==> config.mk <==
export PLATFORM = sky130hd
export DESIGN_NAME = serial_decode
export DESIGN_NICKNAME = d
export VERILOG_FILES = /design/src/serial_decode_pkg.sv /design/src/serial_decode.sv
export SDC_FILE = /design/constraint.sdc
export NUM_CORES = 1
export LEC_CHECK = 0
export BUFFER_PORTS_ARGS = -buffer_cell sky130_fd_sc_hd__buf_2
export CORE_ASPECT_RATIO = 2
export CORE_UTILIZATION = 54
export DETAILED_ROUTE_END_ITERATION = 8
export PLACE_DENSITY = 0.85
export SLEW_MARGIN = 20
export SYNTH_ARGS = -nofsm -noshare
export SYNTH_HDL_FRONTEND = slang
export SYNTH_SLANG_ARGS = --single-unit
==> constraint.sdc <==
create_clock -name pclk -period 2.5 [get_ports pclk]
set_input_delay 0.25 -clock pclk [delete_from_list [all_inputs] [get_ports pclk]]
set_output_delay 0.25 -clock pclk [all_outputs]
set_load 0.02 [all_outputs]
==> src/serial_decode_pkg.sv <==
// constants, types and helpers for the quad serial port address and irq decoder
//
// Behaviour
// legacy mapping decodes ports one to four at eight-byte blocks at 3F8, 2F8, 3E8 and 2E8.
// relocatable mapping places ports one to four at base plus 00, 08, 10 and 18, eight bytes each.
// one mapping-select bit chooses legacy or relocatable addressing for all four ports.
// the relocatable base runs from 200 to 3F8 in steps of eight, A3 to A8 each from a switch.
// A9 is never switch-selected and must always be one for any port to decode.
// per-port offsets from the base are fixed; only the base moves the ports.
// an irq-sharing bit selects one common line or one line per port.
// in per-port mode port n drives only the host irq line chosen by its own jumper bank.
// in shared mode all four port interrupts drive the line chosen by the first jumper bank.
// a jumper bank offers host irq lines 3, 4, 5, 6, 7, 9, 10, 11, 12 and 15 only.
// after reset the mapping is relocatable at 300, irqs shared on line 5, speed one-times.
// several cards in shared mode on one bus must each be given a different irq line.
// each port supports five to eight data bits, 1, 1.5 or 2 stop bits, none, even or odd parity.
// an open base-address switch reads as one for its address bit, a closed one as zero.
// a chip select asserts only for a non-DMA i/o cycle whose A9 to A3 match the port's block.
package serial_decode_pkg;

  // ==========================================================================
  // register byte offsets
  localparam logic [7:0] CFG_OFS    = 8'h00;
  localparam logic [7:0] JUMPER_OFS = 8'h04;
  localparam logic [7:0] FRAME_OFS  = 8'h08;
  localparam logic [7:0] STATUS_OFS = 8'h0C;
  localparam logic [7:0] ENABLE_OFS = 8'h10;
  localparam logic [7:0] CLEAR_OFS  = 8'h14;
  localparam logic [7:0] STATE_OFS  = 8'h18;

  // ==========================================================================
  // field layout and reset values
  localparam int NUM_PORTS   = 4;
  localparam int SW_MAP_BIT  = 0;
  localparam int SW_SHARE_BIT = 1;
  localparam int SW_SPEED_BIT = 2;
  localparam int SW_ADDR_LSB = 3;
  localparam int JUMPER_W    = 4;
  localparam int FRAME_W     = 8;
  localparam logic [5:0] ADDR_SW_RST  = 6'h20;
  localparam logic       MAP_RST      = 1'b1;
  localparam logic       SHARE_RST    = 1'b1;
  localparam logic       SPEED_RST    = 1'b0;
  localparam logic [3:0] JUMPER_RST   = 4'h2;
  localparam logic [4:0] FRAME_RST    = 5'h03;

  // ==========================================================================
  // address map, in units of eight bytes (A9..A3)
  localparam logic [6:0] LEGACY_BLK [NUM_PORTS] = '{7'h7F, 7'h5F, 7'h7D, 7'h5D};
  localparam logic [6:0] RELOC_STEP [NUM_PORTS] = '{7'h00, 7'h01, 7'h02, 7'h03};

  // ==========================================================================
  // types
  typedef struct packed {
    logic [5:0] address_switch_bank;
    logic       speed_8x;
    logic       irq_share_select;
    logic       base_map_select;
  } switch_t;

  typedef struct packed {
    logic       parity_even;
    logic       parity_en;
    logic       two_stop;
    logic [1:0] data_bits;
  } frame_t;

  typedef struct packed {
    logic [9:0] addr;
    logic       aen;
    logic       ior_n;
    logic       iow_n;
  } host_bus_t;

  // jumper index to one-hot host irq line, illegal index selects none
  function automatic logic [15:0] irq_line_of(input logic [3:0] idx);
    logic [15:0] line;
    line = 16'h0000;
    unique case (idx)
      4'h0:    line = 16'h0008;
      4'h1:    line = 16'h0010;
      4'h2:    line = 16'h0020;
      4'h3:    line = 16'h0040;
      4'h4:    line = 16'h0080;
      4'h5:    line = 16'h0200;
      4'h6:    line = 16'h0400;
      4'h7:    line = 16'h0800;
      4'h8:    line = 16'h1000;
      4'h9:    line = 16'h8000;
      default: line = 16'h0000;
    endcase
    return line;
  endfunction

endpackage

==> src/serial_decode.sv <==
// host-bus address decoder and interrupt router for four serial ports
`timescale 1ns/10ps
`default_nettype none
module serial_decode (
  input  wire logic                                pclk,
  input  wire logic                                presetn,
  input  wire logic                                psel,
  input  wire logic                                penable,
  input  wire logic                                pwrite,
  input  wire logic [7:0]                          paddr,
  input  wire logic [31:0]                         pwdata,
  output logic      [31:0]                         prdata,
  output logic                                     pready,
  output logic                                     pslverr,
  input  wire serial_decode_pkg::host_bus_t        host_bus,
  input  wire logic [3:0]                          uart_irq,
  output logic      [3:0]                          port_cs,
  output logic      [15:0]                         host_irq,
  output serial_decode_pkg::frame_t [3:0]          port_frame,
  output logic                                     speed_8x,
  output logic                                     irq
);

  // ==========================================================================
  // configuration and interrupt registers
  serial_decode_pkg::switch_t      sw_q;
  logic [3:0][3:0]                 jumper_q;
  serial_decode_pkg::frame_t [3:0] frame_q;
  logic [3:0]                      status_q;
  logic [3:0]                      enable_q;
  logic [3:0]                      uart_irq_q;
  logic [3:0]                      port_cs_q;
  logic [31:0]                     prdata_q;
  logic                            pready_q;
  logic                            pslverr_q;
  logic [31:0]                     rd_d;
  logic                            hit_d;
  logic                            setup;
  logic                            wr_en;

  assign setup = psel && !penable;
  assign wr_en = psel && penable && pready_q && pwrite;

  // read mux and decode, evaluated in the setup cycle
  always_comb begin
    rd_d  = 32'h0000_0000;
    hit_d = 1'b1;
    unique case (paddr)
      serial_decode_pkg::CFG_OFS:    rd_d = {23'h000000, sw_q};
      serial_decode_pkg::JUMPER_OFS: rd_d = {16'h0000, jumper_q};
      serial_decode_pkg::FRAME_OFS: begin
        for (int i = 0; i < serial_decode_pkg::NUM_PORTS; i++) begin
          rd_d[i*serial_decode_pkg::FRAME_W +: 5] = frame_q[i];
        end
      end
      serial_decode_pkg::STATUS_OFS: rd_d = {28'h0000000, status_q};
      serial_decode_pkg::ENABLE_OFS: rd_d = {28'h0000000, enable_q};
      serial_decode_pkg::CLEAR_OFS:  rd_d = 32'h0000_0000;
      serial_decode_pkg::STATE_OFS:  rd_d = {24'h000000, uart_irq_q, port_cs_q};
      default:                       hit_d = 1'b0;
    endcase
  end

  // zero-wait answer: ready in the first access cycle
  always_ff @(posedge pclk or negedge presetn) begin
    if (!presetn) begin
      pready_q  <= 1'b0;
      pslverr_q <= 1'b0;
      prdata_q  <= 32'h0000_0000;
    end else begin
      pready_q  <= setup;
      pslverr_q <= setup && !hit_d;
      if (setup) begin
        prdata_q <= pwrite ? 32'h0000_0000 : rd_d;
      end
    end
  end

  // software view of the switches and jumper banks
  always_ff @(posedge pclk or negedge presetn) begin
    if (!presetn) begin
      sw_q.base_map_select     <= serial_decode_pkg::MAP_RST;
      sw_q.irq_share_select    <= serial_decode_pkg::SHARE_RST;
      sw_q.speed_8x            <= serial_decode_pkg::SPEED_RST;
      sw_q.address_switch_bank <= serial_decode_pkg::ADDR_SW_RST;
      jumper_q                 <= {4{serial_decode_pkg::JUMPER_RST}};
    end else if (wr_en && paddr == serial_decode_pkg::CFG_OFS) begin
      sw_q <= pwdata[8:0];
    end else if (wr_en && paddr == serial_decode_pkg::JUMPER_OFS) begin
      jumper_q <= pwdata[15:0];
    end
  end

  // per-port character framing
  always_ff @(posedge pclk or negedge presetn) begin
    if (!presetn) begin
      frame_q <= {4{serial_decode_pkg::FRAME_RST}};
    end else if (wr_en && paddr == serial_decode_pkg::FRAME_OFS) begin
      for (int i = 0; i < serial_decode_pkg::NUM_PORTS; i++) begin
        frame_q[i] <= pwdata[i*serial_decode_pkg::FRAME_W +: 5];
      end
    end
  end

  // sticky status on port interrupt rising edge, set beats clear
  always_ff @(posedge pclk or negedge presetn) begin
    if (!presetn) begin
      uart_irq_q <= 4'h0;
      status_q   <= 4'h0;
      enable_q   <= 4'h0;
    end else begin
      uart_irq_q <= uart_irq;
      if (wr_en && paddr == serial_decode_pkg::ENABLE_OFS) begin
        enable_q <= pwdata[3:0];
      end
      status_q <= (status_q & ~((wr_en && paddr == serial_decode_pkg::CLEAR_OFS) ?
                  pwdata[3:0] : 4'h0)) | (uart_irq & ~uart_irq_q);
    end
  end

  // ==========================================================================
  // host bus synchroniser
  serial_decode_pkg::host_bus_t bus_s1_q;
  serial_decode_pkg::host_bus_t bus_s2_q;

  always_ff @(posedge pclk or negedge presetn) begin
    if (!presetn) begin
      bus_s1_q <= '{addr: 10'h000, aen: 1'b1, ior_n: 1'b1, iow_n: 1'b1};
      bus_s2_q <= '{addr: 10'h000, aen: 1'b1, ior_n: 1'b1, iow_n: 1'b1};
    end else begin
      bus_s1_q <= host_bus;
      bus_s2_q <= bus_s1_q;
    end
  end

  // ==========================================================================
  // port address decode
  logic       io_cycle;
  logic [6:0] base_blk;
  logic [3:0] cs_d;

  assign io_cycle = (!bus_s2_q.ior_n || !bus_s2_q.iow_n) && !bus_s2_q.aen;
  // A9 hardwired high, open switch gives a one
  assign base_blk = {1'b1, sw_q.address_switch_bank};

  generate
    for (genvar p = 0; p < serial_decode_pkg::NUM_PORTS; p++) begin : g_dec
      logic [6:0] blk;
      assign blk = sw_q.base_map_select ?
                   7'(base_blk + serial_decode_pkg::RELOC_STEP[p]) :
                   serial_decode_pkg::LEGACY_BLK[p];
      assign cs_d[p] = io_cycle && bus_s2_q.addr[9] &&
                       bus_s2_q.addr[9:3] == blk;
    end
  endgenerate

  always_ff @(posedge pclk or negedge presetn) begin
    if (!presetn) begin
      port_cs_q <= 4'h0;
    end else begin
      port_cs_q <= cs_d;
    end
  end

  // ==========================================================================
  // interrupt routing
  logic [15:0] route_d;
  logic [15:0] host_irq_q;
  logic        irq_q;

  always_comb begin
    route_d = 16'h0000;
    if (sw_q.irq_share_select) begin
      if (|uart_irq) begin
        route_d = serial_decode_pkg::irq_line_of(jumper_q[0]);
      end
    end else begin
      for (int i = 0; i < serial_decode_pkg::NUM_PORTS; i++) begin
        if (uart_irq[i]) begin
          route_d = route_d | serial_decode_pkg::irq_line_of(jumper_q[i]);
        end
      end
    end
  end

  always_ff @(posedge pclk or negedge presetn) begin
    if (!presetn) begin
      host_irq_q <= 16'h0000;
      irq_q      <= 1'b0;
    end else begin
      host_irq_q <= route_d;
      irq_q      <= |(status_q & enable_q);
    end
  end

  // ==========================================================================
  // outputs
  assign prdata     = prdata_q;
  assign pready     = pready_q;
  assign pslverr    = pslverr_q;
  assign port_cs    = port_cs_q;
  assign host_irq   = host_irq_q;
  assign port_frame = frame_q;
  assign speed_8x   = sw_q.speed_8x;
  assign irq        = irq_q;

  // ==========================================================================
  // checks
  a_legacy_cs_map: assert property (@(posedge pclk) disable iff (!presetn)
    io_cycle && !sw_q.base_map_select && bus_s2_q.addr == 10'h3F8 |=> port_cs_q == 4'h1)
    else $error("legacy port one not selected at 3F8");

  a_reloc_cs_port4: assert property (@(posedge pclk) disable iff (!presetn)
    io_cycle && sw_q.base_map_select && sw_q.address_switch_bank == 6'h20 &&
    bus_s2_q.addr[9:3] == 7'h63 |=> port_cs_q == 4'h8)
    else $error("port four not at base plus 18");

  a_a9_low_idle: assert property (@(posedge pclk) disable iff (!presetn)
    !bus_s2_q.addr[9] |=> port_cs_q == 4'h0)
    else $error("select with A9 low");

  a_dma_no_cs: assert property (@(posedge pclk) disable iff (!presetn)
    bus_s2_q.aen || (bus_s2_q.ior_n && bus_s2_q.iow_n) |=> port_cs_q == 4'h0)
    else $error("select outside an i/o cycle");

  a_cs_onehot: assert property (@(posedge pclk) disable iff (!presetn)
    $onehot0(port_cs_q))
    else $error("two ports selected");

  a_shared_route: assert property (@(posedge pclk) disable iff (!presetn)
    sw_q.irq_share_select && uart_irq != 4'h0 && jumper_q[0] == 4'h2 &&
    $stable(sw_q) |=> host_irq_q == 16'h0020)
    else $error("shared irq not on line five");

  a_legal_lines: assert property (@(posedge pclk) disable iff (!presetn)
    (host_irq_q & 16'h6107) == 16'h0000)
    else $error("illegal host irq line driven");

  a_indep_route: assert property (@(posedge pclk) disable iff (!presetn)
    !sw_q.irq_share_select && uart_irq == 4'h4 && jumper_q[2] == 4'h9 &&
    $stable(jumper_q) |=> host_irq_q == 16'h8000)
    else $error("port three irq misrouted");

  a_status_sticky: assert property (@(posedge pclk) disable iff (!presetn) // sticky status
    (uart_irq[0] && !uart_irq_q[0]) ||
    (status_q[0] && !(wr_en && paddr == serial_decode_pkg::CLEAR_OFS && pwdata[0]))
    |=> status_q[0])
    else $error("status bit not set or not held");

  a_ready_once: assert property (@(posedge pclk) disable iff (!presetn) // one-cycle apb ready
    setup |=> pready_q ##1 !pready_q || setup)
    else $error("apb answer not one cycle");

  a_legacy_port2: assert property (@(posedge pclk) disable iff (!presetn)
    io_cycle && !sw_q.base_map_select && bus_s2_q.addr[9:3] == 7'h5F |=> port_cs_q == 4'h2)
    else $error("legacy port two not selected at 2F8");

  a_legacy_port3: assert property (@(posedge pclk) disable iff (!presetn)
    io_cycle && !sw_q.base_map_select && bus_s2_q.addr[9:3] == 7'h7D |=> port_cs_q == 4'h4)
    else $error("legacy port three not selected at 3E8");

  a_legacy_port4: assert property (@(posedge pclk) disable iff (!presetn)
    io_cycle && !sw_q.base_map_select && bus_s2_q.addr[9:3] == 7'h5D |=> port_cs_q == 4'h8)
    else $error("legacy port four not selected at 2E8");

  a_legacy_no_base: assert property (@(posedge pclk) disable iff (!presetn)
    io_cycle && !sw_q.base_map_select && bus_s2_q.addr[9:3] == 7'h60 |=> port_cs_q == 4'h0)
    else $error("legacy mode decoded the relocatable base");

  a_reloc_default_port1: assert property (@(posedge pclk) disable iff (!presetn)
    io_cycle && sw_q.base_map_select && sw_q.address_switch_bank == 6'h20 &&
    bus_s2_q.addr[9:3] == 7'h60 |=> port_cs_q == 4'h1)
    else $error("port one not at base 300");

  a_reloc_low_base: assert property (@(posedge pclk) disable iff (!presetn)
    io_cycle && sw_q.base_map_select && sw_q.address_switch_bank == 6'h00 &&
    bus_s2_q.addr[9:3] == 7'h43 |=> port_cs_q == 4'h8)
    else $error("port four not at 218 with all switches closed");

  a_reloc_top_base: assert property (@(posedge pclk) disable iff (!presetn)
    io_cycle && sw_q.base_map_select && sw_q.address_switch_bank == 6'h3F &&
    bus_s2_q.addr[9:3] == 7'h7F |=> port_cs_q == 4'h1)
    else $error("port one not at 3F8 with all switches open");

  a_shared_quiet: assert property (@(posedge pclk) disable iff (!presetn)
    sw_q.irq_share_select && uart_irq == 4'h0 |=> host_irq_q == 16'h0000)
    else $error("shared line driven with no port interrupt");

  a_shared_line3: assert property (@(posedge pclk) disable iff (!presetn)
    sw_q.irq_share_select && uart_irq != 4'h0 && jumper_q[0] == 4'h0
    |=> host_irq_q == 16'h0008)
    else $error("shared irq not on line three");

  a_bad_jumper_none: assert property (@(posedge pclk) disable iff (!presetn)
    sw_q.irq_share_select && jumper_q[0] > 4'h9 |=> host_irq_q == 16'h0000)
    else $error("unlisted jumper index drove a line");

  a_indep_pair: assert property (@(posedge pclk) disable iff (!presetn)
    !sw_q.irq_share_select && uart_irq == 4'h6 && jumper_q[1] == 4'h1 &&
    jumper_q[2] == 4'h9 |=> host_irq_q == 16'h8010)
    else $error("ports two and three misrouted");

endmodule
`default_nettype wire

==> run_results.csv, run 1 <==
group,metric,value,unit
yosys,yosysUniqueCellTypes,52,
sta,setup_viol,0,
yosys,synth_fa_ha_area_share,0.867,%
global_route,grt.overflow.total,0,
critical_path,critPathKind,"register to register",
yosys,ys_warn_count,0,
clocking,cts_buffer_depth,2,
sta,maxSlewHeadroom,60.1,%
yosys,syn_area,0.00578,mm2
power_and_ir_drop,ir_drop,0.562,mV
yosys,synth_top_area_share,42.9,%
floorplan,fp.dieW,75.1,um
sta,rsz0062_at_grt,"false",
critical_path,path_max_fanout,9,
yosys,yosysSeqAreaShare,52.4,%
layout,final_util,68.8,%
power_and_ir_drop,cellLeakagePower,0.00350,uW
critical_path,required,2790,ps
route,routedLengthMet1,5280,um
clocking,clk_pin_slew,60,ps
sta,drv_slew,0,
floorplan,core-area,0.0105,mm2
clocking,numClockSinks,120,
layout,syn2layout_area_growth,24.7,%
sta,hold_violations,0,
sta,timing.fmax,453,MHz
critical_path,critPathArrivalTime,2500,ps
route,highest_layer,"met4",
yosys,synth_seq_cells,120,
route,drt_drc_violations_left,0,
clocking,post-cts-setup-buffers,0,
floorplan,die-area,0.0111,mm2
yosys,muxShareOfSynthArea,12.9,%
worst_hold_path,min_path_type,"primary input to register",
place,hpwl,11100,um
route,antenna_left,0,
route,wl_per_cell,19.9,um
yosys,synth_ff_type,"dfrtp_1",
sta,period_needed,2210,ps
yosys,synth_enable_flop_cells,0,
yosys,synth-simple-area-share,14.1,%
yosys,yosys-top-cells-area,"dfrtp_1 43%, dfstp_2 9.6%, mux2_2 6.6%",
yosys,synth_largest_area_cell,"dfrtp_1",
sta,tns,0,ps
clocking,numCtsBuffers,17,
power_and_ir_drop,power_density,665,mW/mm2
global_route,grt_usage,29.9,%
route,vias_per_cell,5.95,
yosys,postSynth.asyncResetShare,100,%
layout,layout_commonest_cell,"buf_2",
clocking,root_buffer,"clkbuf_16",
yosys,syn_inst,506,
route,finalWirelength,15700,um
route,drt_iter0_markers,378,
yosys,synth_compound_area_share,10.9,%
clocking,htree_levels,4,
global_route,antenna_found_initial,0,
job,maxCapViolCount,0,
clocking,cts_tree,"yes",
critical_path,start_kind,"register",
clocking,clk_latency,410,ps
critical_path,endpoint_kind,"register",
floorplan,initial_core_util,55.1,%
place,numPortBuffers,116,
route,met3RoutedLength,858,um
sta,worstMarginPinSlew,596,ps
floorplan,ios,138,
sta,skew,8.91,ps
sta,post-route-period-util,88.4,%
route,vias,4671,
layout,drive_above_1_share,37.3,%
floorplan,die_height,148,um
route,wl_met2,8550,um
global_route,grt_pass1_wl,24200,um
route,firstDrtPassIters,5,
status,status,"complete, no violations",
floorplan,rows,53,
yosys,synth_top_family_by_area,"simple AND/OR/NAND/NOR gates",
yosys,synth_xor_xnor_area_share,4.35,%
layout,diodes,0,
yosys,syn-mean-instance-area,11.4,um2
layout,fin_nets,701,
global_route,grt_pass1_vias,4747,
global_route,grt_max_degree,75,
place,gp_congestion,0.958,
layout,final_cell_mix,"115 x buf_2, 99 x dfrtp_1, 37 x nand2_1",
[where the power goes]
| group | leakage (uW) | switching (uW) | internal (uW) |
|---|---|---|---|
| sequential | 0.00153 | 25.8 | 1980 |
| combinational | 0.00167 | 158 | 93.5 |
| clock | 0.000296 | 914 | 1630 |
| total | 0.00350 | 1100 | 3700 |
[metal layers]
layer	track usage (%)	vias to the layer above
met5	0	-
li1	-	2056
met3	6.23	80
met1	30.0	2283
met4	20.4	0
met2	53.0	252
[cell type report]
cell class                 instances  area (um2)
tap                              137         171
fill                             764        3270
sequential                       120        3030
multi-input combinational        346        2530
clock inverter                    13         170
clock buffer                      19         453
timing repair buffer             138         801
inverter                          12        45.0
[worst max-delay path, cell delays in order (launching register included)]
cell,delay [ps]
dfrtp_1,390
nand4_1,290
nor4b_1,550
nand2_1,460
mux2_2,400
[sequential cells by signal (all words and copies together) (netlist names), 2 cells and up]
register,count
jumper_q,16
base_blk,6
bus_s1_q,10
port_cs,4
host_irq,10
sw_q,2
prdata,26
port_frame,20
uart_irq_q,4
enable_q,4
bus_s2_q,10
status_q,4
[synth_stat cells, drive strengths merged (2+ instances only)]
master,n
buf,15
ha,4
and3,2
or3,3
xnor2,16
o22ai,20
or3b,4
dfrtp,99
nor3,20
nand2,38
clkbuf,24
a22oi,13
nand2b,14
o21ai,13
nor4,3
a32oi,4
a22o,19
nand3b,8
and2,2
mux2i,6
mux2,54
inv,12
nand4,7
o32ai,3
a21oi,12
nor2b,5
nand3,10
dfstp,21
xor2,10
nor2,30
[metrics by stage]
| stage | hold slack, ps | power [uW] | setup WS, ps | area (um2) | std cells |
|---|---|---|---|---|---|
| floorplan | -45.6 | 2150 | 659 | 5820 | 517 |
| global route | 14.8 | 4930 | 213 | 7200 | 785 |
| finish | 24.8 | 4790 | 291 | 7200 | 785 |
| detailed placement | 118 | 2270 | 336 | 6470 | 742 |
| CTS | 8.96 | 4810 | 338 | 7200 | 785 |
| global placement | 109 | 2260 | 378 | 6470 | 742 |
[final timing paths]
check,startpoint,to,cells past startpoint,slack [ps]
min reg2reg,bus_s1_q[8],bus_s2_q[8],0,340
max in group asynchronous,presetn,bus_s1_q[0],3,1570
max reg2reg,pready,base_blk[3],4,290
max,pready,base_blk[3],4,290
min,uart_irq[0],uart_irq_q[0],1,20
min in group asynchronous,presetn,prdata[18],2,230
[kinds of logic after synthesis]
logic type,after synthesis
other,1
adder cells (fa/ha/maj),4
AND/OR/NAND/NOR,152
multiplexers,60
buffers and inverters,51
AO/OA/AOI/OAI,91
flip-flops,120
XOR/XNOR,27
[repair_timing]
item                                   CTS  global route
gates resized for setup                  0             0
hold buffers                            11             0
endpoints found under the hold margin   23             0
setup endpoints to repair                0             0
No activity file was read; power rests on OpenSTA's default activity.
==> run 2: changes to the inputs <==
REMOVE_ABC_BUFFERS = 1   (was not set)
==> run 2 against run 1 <==
Against the previous run:
- cell count grew 0.38%
- maximum frequency grew 7.6%
- first-iteration DRC count shrank 4.8%
- non-clock buffer count grew 3
- combinational power is essentially flat
- sequential share of layout area grew 0.088 points
- clock power shrank 5%
- register-to-register slack gained 160 ps
- critical endpoint is now base_blk[1]
- largest power group unchanged
==> run_results.csv, run 2 (same netlist as run 1, synthesis figures left out) <==
group,metric,value,unit
route,drt_iter0_markers,360,
layout,drive_above_1_share,37.6,%
layout,fin_nets,704,
floorplan,core-area,0.0105,mm2
clocking,numClockSinks,120,
critical_path,critPathArrivalTime,2350,ps
sta,tns,0,ps
clocking,cts_tree,"yes",
global_route,grt_pass1_wl,23300,um
sta,drv_slew,0,
layout,final_cell_mix,"115 x buf_2, 99 x dfrtp_1, 37 x nand2_1",
sta,rsz0062_at_grt,"false",
clocking,numCtsBuffers,17,
critical_path,critPathKind,"register to register",
sta,hold_violations,0,
floorplan,fp.dieW,75.1,um
status,status,"complete, no violations",
power_and_ir_drop,ir_drop,0.509,mV
layout,largest_register_ff_count,26,
clocking,post-cts-setup-buffers,0,
sta,worstMarginPinSlew,524,ps
sta,period_needed,2050,ps
sta,maxSlewHeadroom,65.0,%
route,vias,4574,
floorplan,rows,53,
place,gp_congestion,0.925,
route,antenna_left,0,
place,numPortBuffers,116,
route,vias_per_cell,5.80,
power_and_ir_drop,power_density,650,mW/mm2
global_route,grt.overflow.total,0,
critical_path,start_kind,"register",
critical_path,endpoint_kind,"register",
layout,layout_commonest_cell,"buf_2",
global_route,grt_pass1_vias,4703,
clocking,htree_levels,4,
clocking,cts_buffer_depth,2,
floorplan,die-area,0.0111,mm2
worst_hold_path,min_path_type,"primary input to register",
route,drt_drc_violations_left,0,
global_route,grt_usage,28.6,%
sta,timing.fmax,487,MHz
sta,post-route-period-util,82.1,%
critical_path,path_max_fanout,9,
layout,syn2layout_area_growth,24.5,%
clocking,clk_latency,420,ps
place,hpwl,11100,um
route,finalWirelength,15200,um
power_and_ir_drop,cellLeakagePower,0.00350,uW
floorplan,initial_core_util,55.1,%
critical_path,required,2800,ps
sta,skew,5.96,ps
floorplan,die_height,148,um
clocking,root_buffer,"clkbuf_16",
clocking,clk_pin_slew,50,ps
sta,setup_viol,0,
route,firstDrtPassIters,5,
sta,worst_slack,446,ps
layout,n_fill_cell,804,
place,dp_slack,431,ps
layout,diodes,0,
global_route,antenna_found_initial,0,
floorplan,ios,138,
global_route,grt_max_degree,63,
job,maxCapViolCount,0,
route,wl_per_cell,19.2,um
clocking,cts-resized-gates,0,
run 2: cell count changes in the layout (fill, tap and decap cells not counted), sizes merged:
cell and delta:
buf +3, inv +2, clkinv -1, bufinv -1
run 2: final timing paths:
kind                              start              to  slack (ps)  cells after the start
max reg2reg                      pready     base_blk[1]         450                      4
max                              pready     base_blk[1]         450                      4
max in group asynchronous       presetn  port_frame[11]        1440                      3
min                         uart_irq[0]   uart_irq_q[0]          20                      1
min reg2reg                bus_s1_q[11]    bus_s2_q[11]         350                      0
min in group asynchronous       presetn     jumper_q[6]         250                      2
run 2: repair_timing:
action                                 in CTS  in global routing
hold buffers                               11                  0
setup endpoints to repair                   0                  0
endpoints found under the hold margin      28                  0
run 2: critical path, cell delays in order, from the launching register on:
cell and delay [ps]:
dfrtp_1 380, nand4_1 270, nor4b_1 450, nand2_1 420, mux2_2 410
run 2: where the power goes:
part	internal, uW	total [uW]	switching, uW	leakage, uW
sequential	1980	2000	25.2	0.00153
combinational	94.6	252	158	0.00169
clock	1530	2420	895	0.000286
run 2: through the flow:
stage	std cells	power [uW]	cell area (um2)	hold WS [ps]	utilization, %
finish	788	4670	7190	18.1	68.6
global route	788	4820	7190	17.1	68.6
CTS	788	4700	7190	7.90	68.6
detailed placement	745	2270	6480	147	61.9
global placement	745	2260	6480	141	61.9
floorplan	478	2120	5610	-45.6	-
run 2: final cells by class:
type	instances	area (um2)	share of cell area, %
inverters	12	45.0	0.627
well taps	137	171	2.38
multi-input cells	346	2530	35.3
clock inverters	13	145	2.02
flip-flops and latches	120	3030	42.1
clock buffers	19	453	6.30
repair buffers	141	811	11.3
run 2: per-layer routing:
metal / global-route usage [%] / share of wire (%) / vias to the layer above
met4: 17.0 / 4.5 / 0
li1: - / - / 2050
met5: 0 / 0 / -
met1: 28.2 / 35 / 2253
met2: 52.8 / 56 / 216
met3: 5.28 / 4.6 / 55
==> run 3: changes to the inputs <==
CORE_UTILIZATION = 49   (was 54)
PLACE_DENSITY = 0.82   (was 0.85)
clock period = 1.7 ns   (was 2.5 ns; I/O delays follow)
==> run 3 against run 2 <==
Against the previous run:
- first-iteration DRC count fell by 24%
- cell area rose by 8.9%
- wire length rose by 12%
- non-clock buffer count rose by 50
- cell count rose by 7.0%
- critical path depth rose by 3
- clock skew rose by 0.64 ps
- via count rose by 5.5%
- maximum frequency rose by 22%
- critical endpoint is now port_cs[3]
- highest routed layer unchanged
==> run_results.csv, run 3 (same netlist as run 1, synthesis figures left out) <==
group,metric,value,unit
critical_path,critPathArrivalTime,2000,ps
floorplan,initial_core_util,50.6,%
route,drt_iter0_markers,273,
critical_path,critPathKind,"register to register",
sta,hold_violations,0,
critical_path,start_kind,"register",
clocking,cts_tree,"yes",
global_route,grt_usage,29.0,%
floorplan,fp.dieW,78.8,um
global_route,grt_pass1_wl,26400,um
route,routedLengthMet1,5800,um
route,highest_layer,"met4",
clocking,clk_pin_slew,50,ps
sta,timing.fmax,593,MHz
floorplan,die_height,156,um
route,antenna_left,0,
power_and_ir_drop,power_density,895,mW/mm2
global_route,grt_max_degree,52,
floorplan,die-area,0.0123,mm2
floorplan,rows,55,
sta,holdWs,14.1,ps
clocking,numCtsBuffers,17,
critical_path,endpoint_kind,"register",
sta,drv_slew,0,
power_and_ir_drop,cellLeakagePower,0.00379,uW
layout,fin_area,0.00783,mm2
layout,drive_above_1_share,42.7,%
clocking,clk_latency,410,ps
place,numPortBuffers,116,
layout,largest_register_ff_count,26,
route,vias,4824,
clocking,cts_buffer_depth,2,
route,met3RoutedLength,653,um
critical_path,path_max_fanout,4,
layout,fin_nets,754,
place,dp_slack,-101,ps
route,drt_drc_violations_left,0,
route,wl_met2,9540,um
clocking,root_buffer,"clkbuf_16",
status,status,"complete, no violations",
job,maxCapViolCount,0,
place,placed_area,0.00674,mm2
place,gp_congestion,0.960,
floorplan,core-area,0.0114,mm2
global_route,grt.overflow.total,0,
worst_hold_path,min_path_type,"primary input to register",
route,finalWirelength,16900,um
floorplan,ios,138,
sta,setup_viol,0,
sta,worst_slack,14.1,ps
clocking,htree_levels,4,
place,hpwl,12100,um
sta,skew,6.60,ps
sta,period_needed,1690,ps
route,firstDrtPassIters,5,
layout,syn2layout_area_growth,35.6,%
global_route,grt_pass1_vias,5081,
layout,final_cell_mix,"116 x buf_2, 95 x dfrtp_1, 37 x nand2_1",
clocking,numClockSinks,120,
route,vias_per_cell,5.72,
critical_path,required,2020,ps
global_route,antenna_found_initial,0,
layout,diodes,0,
power_and_ir_drop,ir_drop,0.807,mV
sta,rsz0062_at_grt,"true",
power_and_ir_drop,p_total,7010,uW
route,wl_per_cell,20.1,um
sta,post-route-period-util,99.2,%
layout,layout_commonest_cell,"buf_2",
-- run 3: changes by cell type in the layout (fill, tap and decap cells not counted), moves of 4 or more --
| cell | before | now |
|---|---|---|
| dfrtp_2 | 0 | 4 |
| nor3_1 | 19 | 14 |
| buf_4 | 14 | 36 |
| nor3_2 | 0 | 4 |
| buf_6 | 0 | 5 |
| ha_1 | 4 | 0 |
| dlygate4sd3_1 | 11 | 29 |
| dfrtp_1 | 99 | 95 |
-- run 3: area by class of cell --
class,count,area (um2)
timing repair buffer,191,1290
inverter,12,47.5
fill,852,3590
clock buffer,20,447
sequential,120,3030
tap,142,178
clock inverter,12,151
multi-input combinational,346,2680
-- run 3: worst paths after layout --
| check | startpoint | end | slack [ps] | cells past startpoint |
|---|---|---|---|---|
| min reg2reg | bus_s1_q[12] | bus_s2_q[12] | 350 | 0 |
| max in group asynchronous | presetn | port_frame[11] | 860 | 3 |
| max reg2reg | base_blk[2] | port_cs[3] | 10 | 7 |
| max | base_blk[2] | port_cs[3] | 10 | 7 |
| min | pwdata[11] | port_frame[8] | 10 | 2 |
| min in group asynchronous | presetn | bus_s1_q[11] | 210 | 2 |
-- run 3: worst max-delay path, stage by stage, from the launching register on --
cell     delay, ps
dfrtp_2        470
ha_4           190
buf_4          130
a21oi_4        160
o21a_1         150
o21ai_2         70
xnor2_1        140
nor4_2         280
-- run 3: what timing repair did --
action	in CTS	in global routing
endpoints found under the setup margin	9	38
hold buffers	29	0
pin swaps	2	15
gates cloned	0	0
endpoints found under the hold margin	49	0
buffers inserted	2	2
resized for setup	5	36
-- run 3: metrics by stage --
step,cells,TNS [ps],util [%]
4_1_cts,843,-23.2,67.1
3_3_place_gp,780,-399,59.0
2_1_floorplan,478,-2260,-
5_1_grt,843,-410,68.5
3_5_place_dp,780,-2320,59.0
6_report,843,0,68.5
-- run 3: routing by layer --
metal | GRT usage, % | vias to the layer above
met5 | 0 | -
met4 | 17.7 | 0
met3 | 4.68 | 56
met2 | 54.5 | 207
met1 | 28.9 | 2392
li1 | - | 2169
-- run 3: power breakdown --
group / switching [uW] / internal [uW]
logic: 251 / 187
clock network: 1290 / 2340
registers: 36.9 / 2910
total: 1570 / 5430
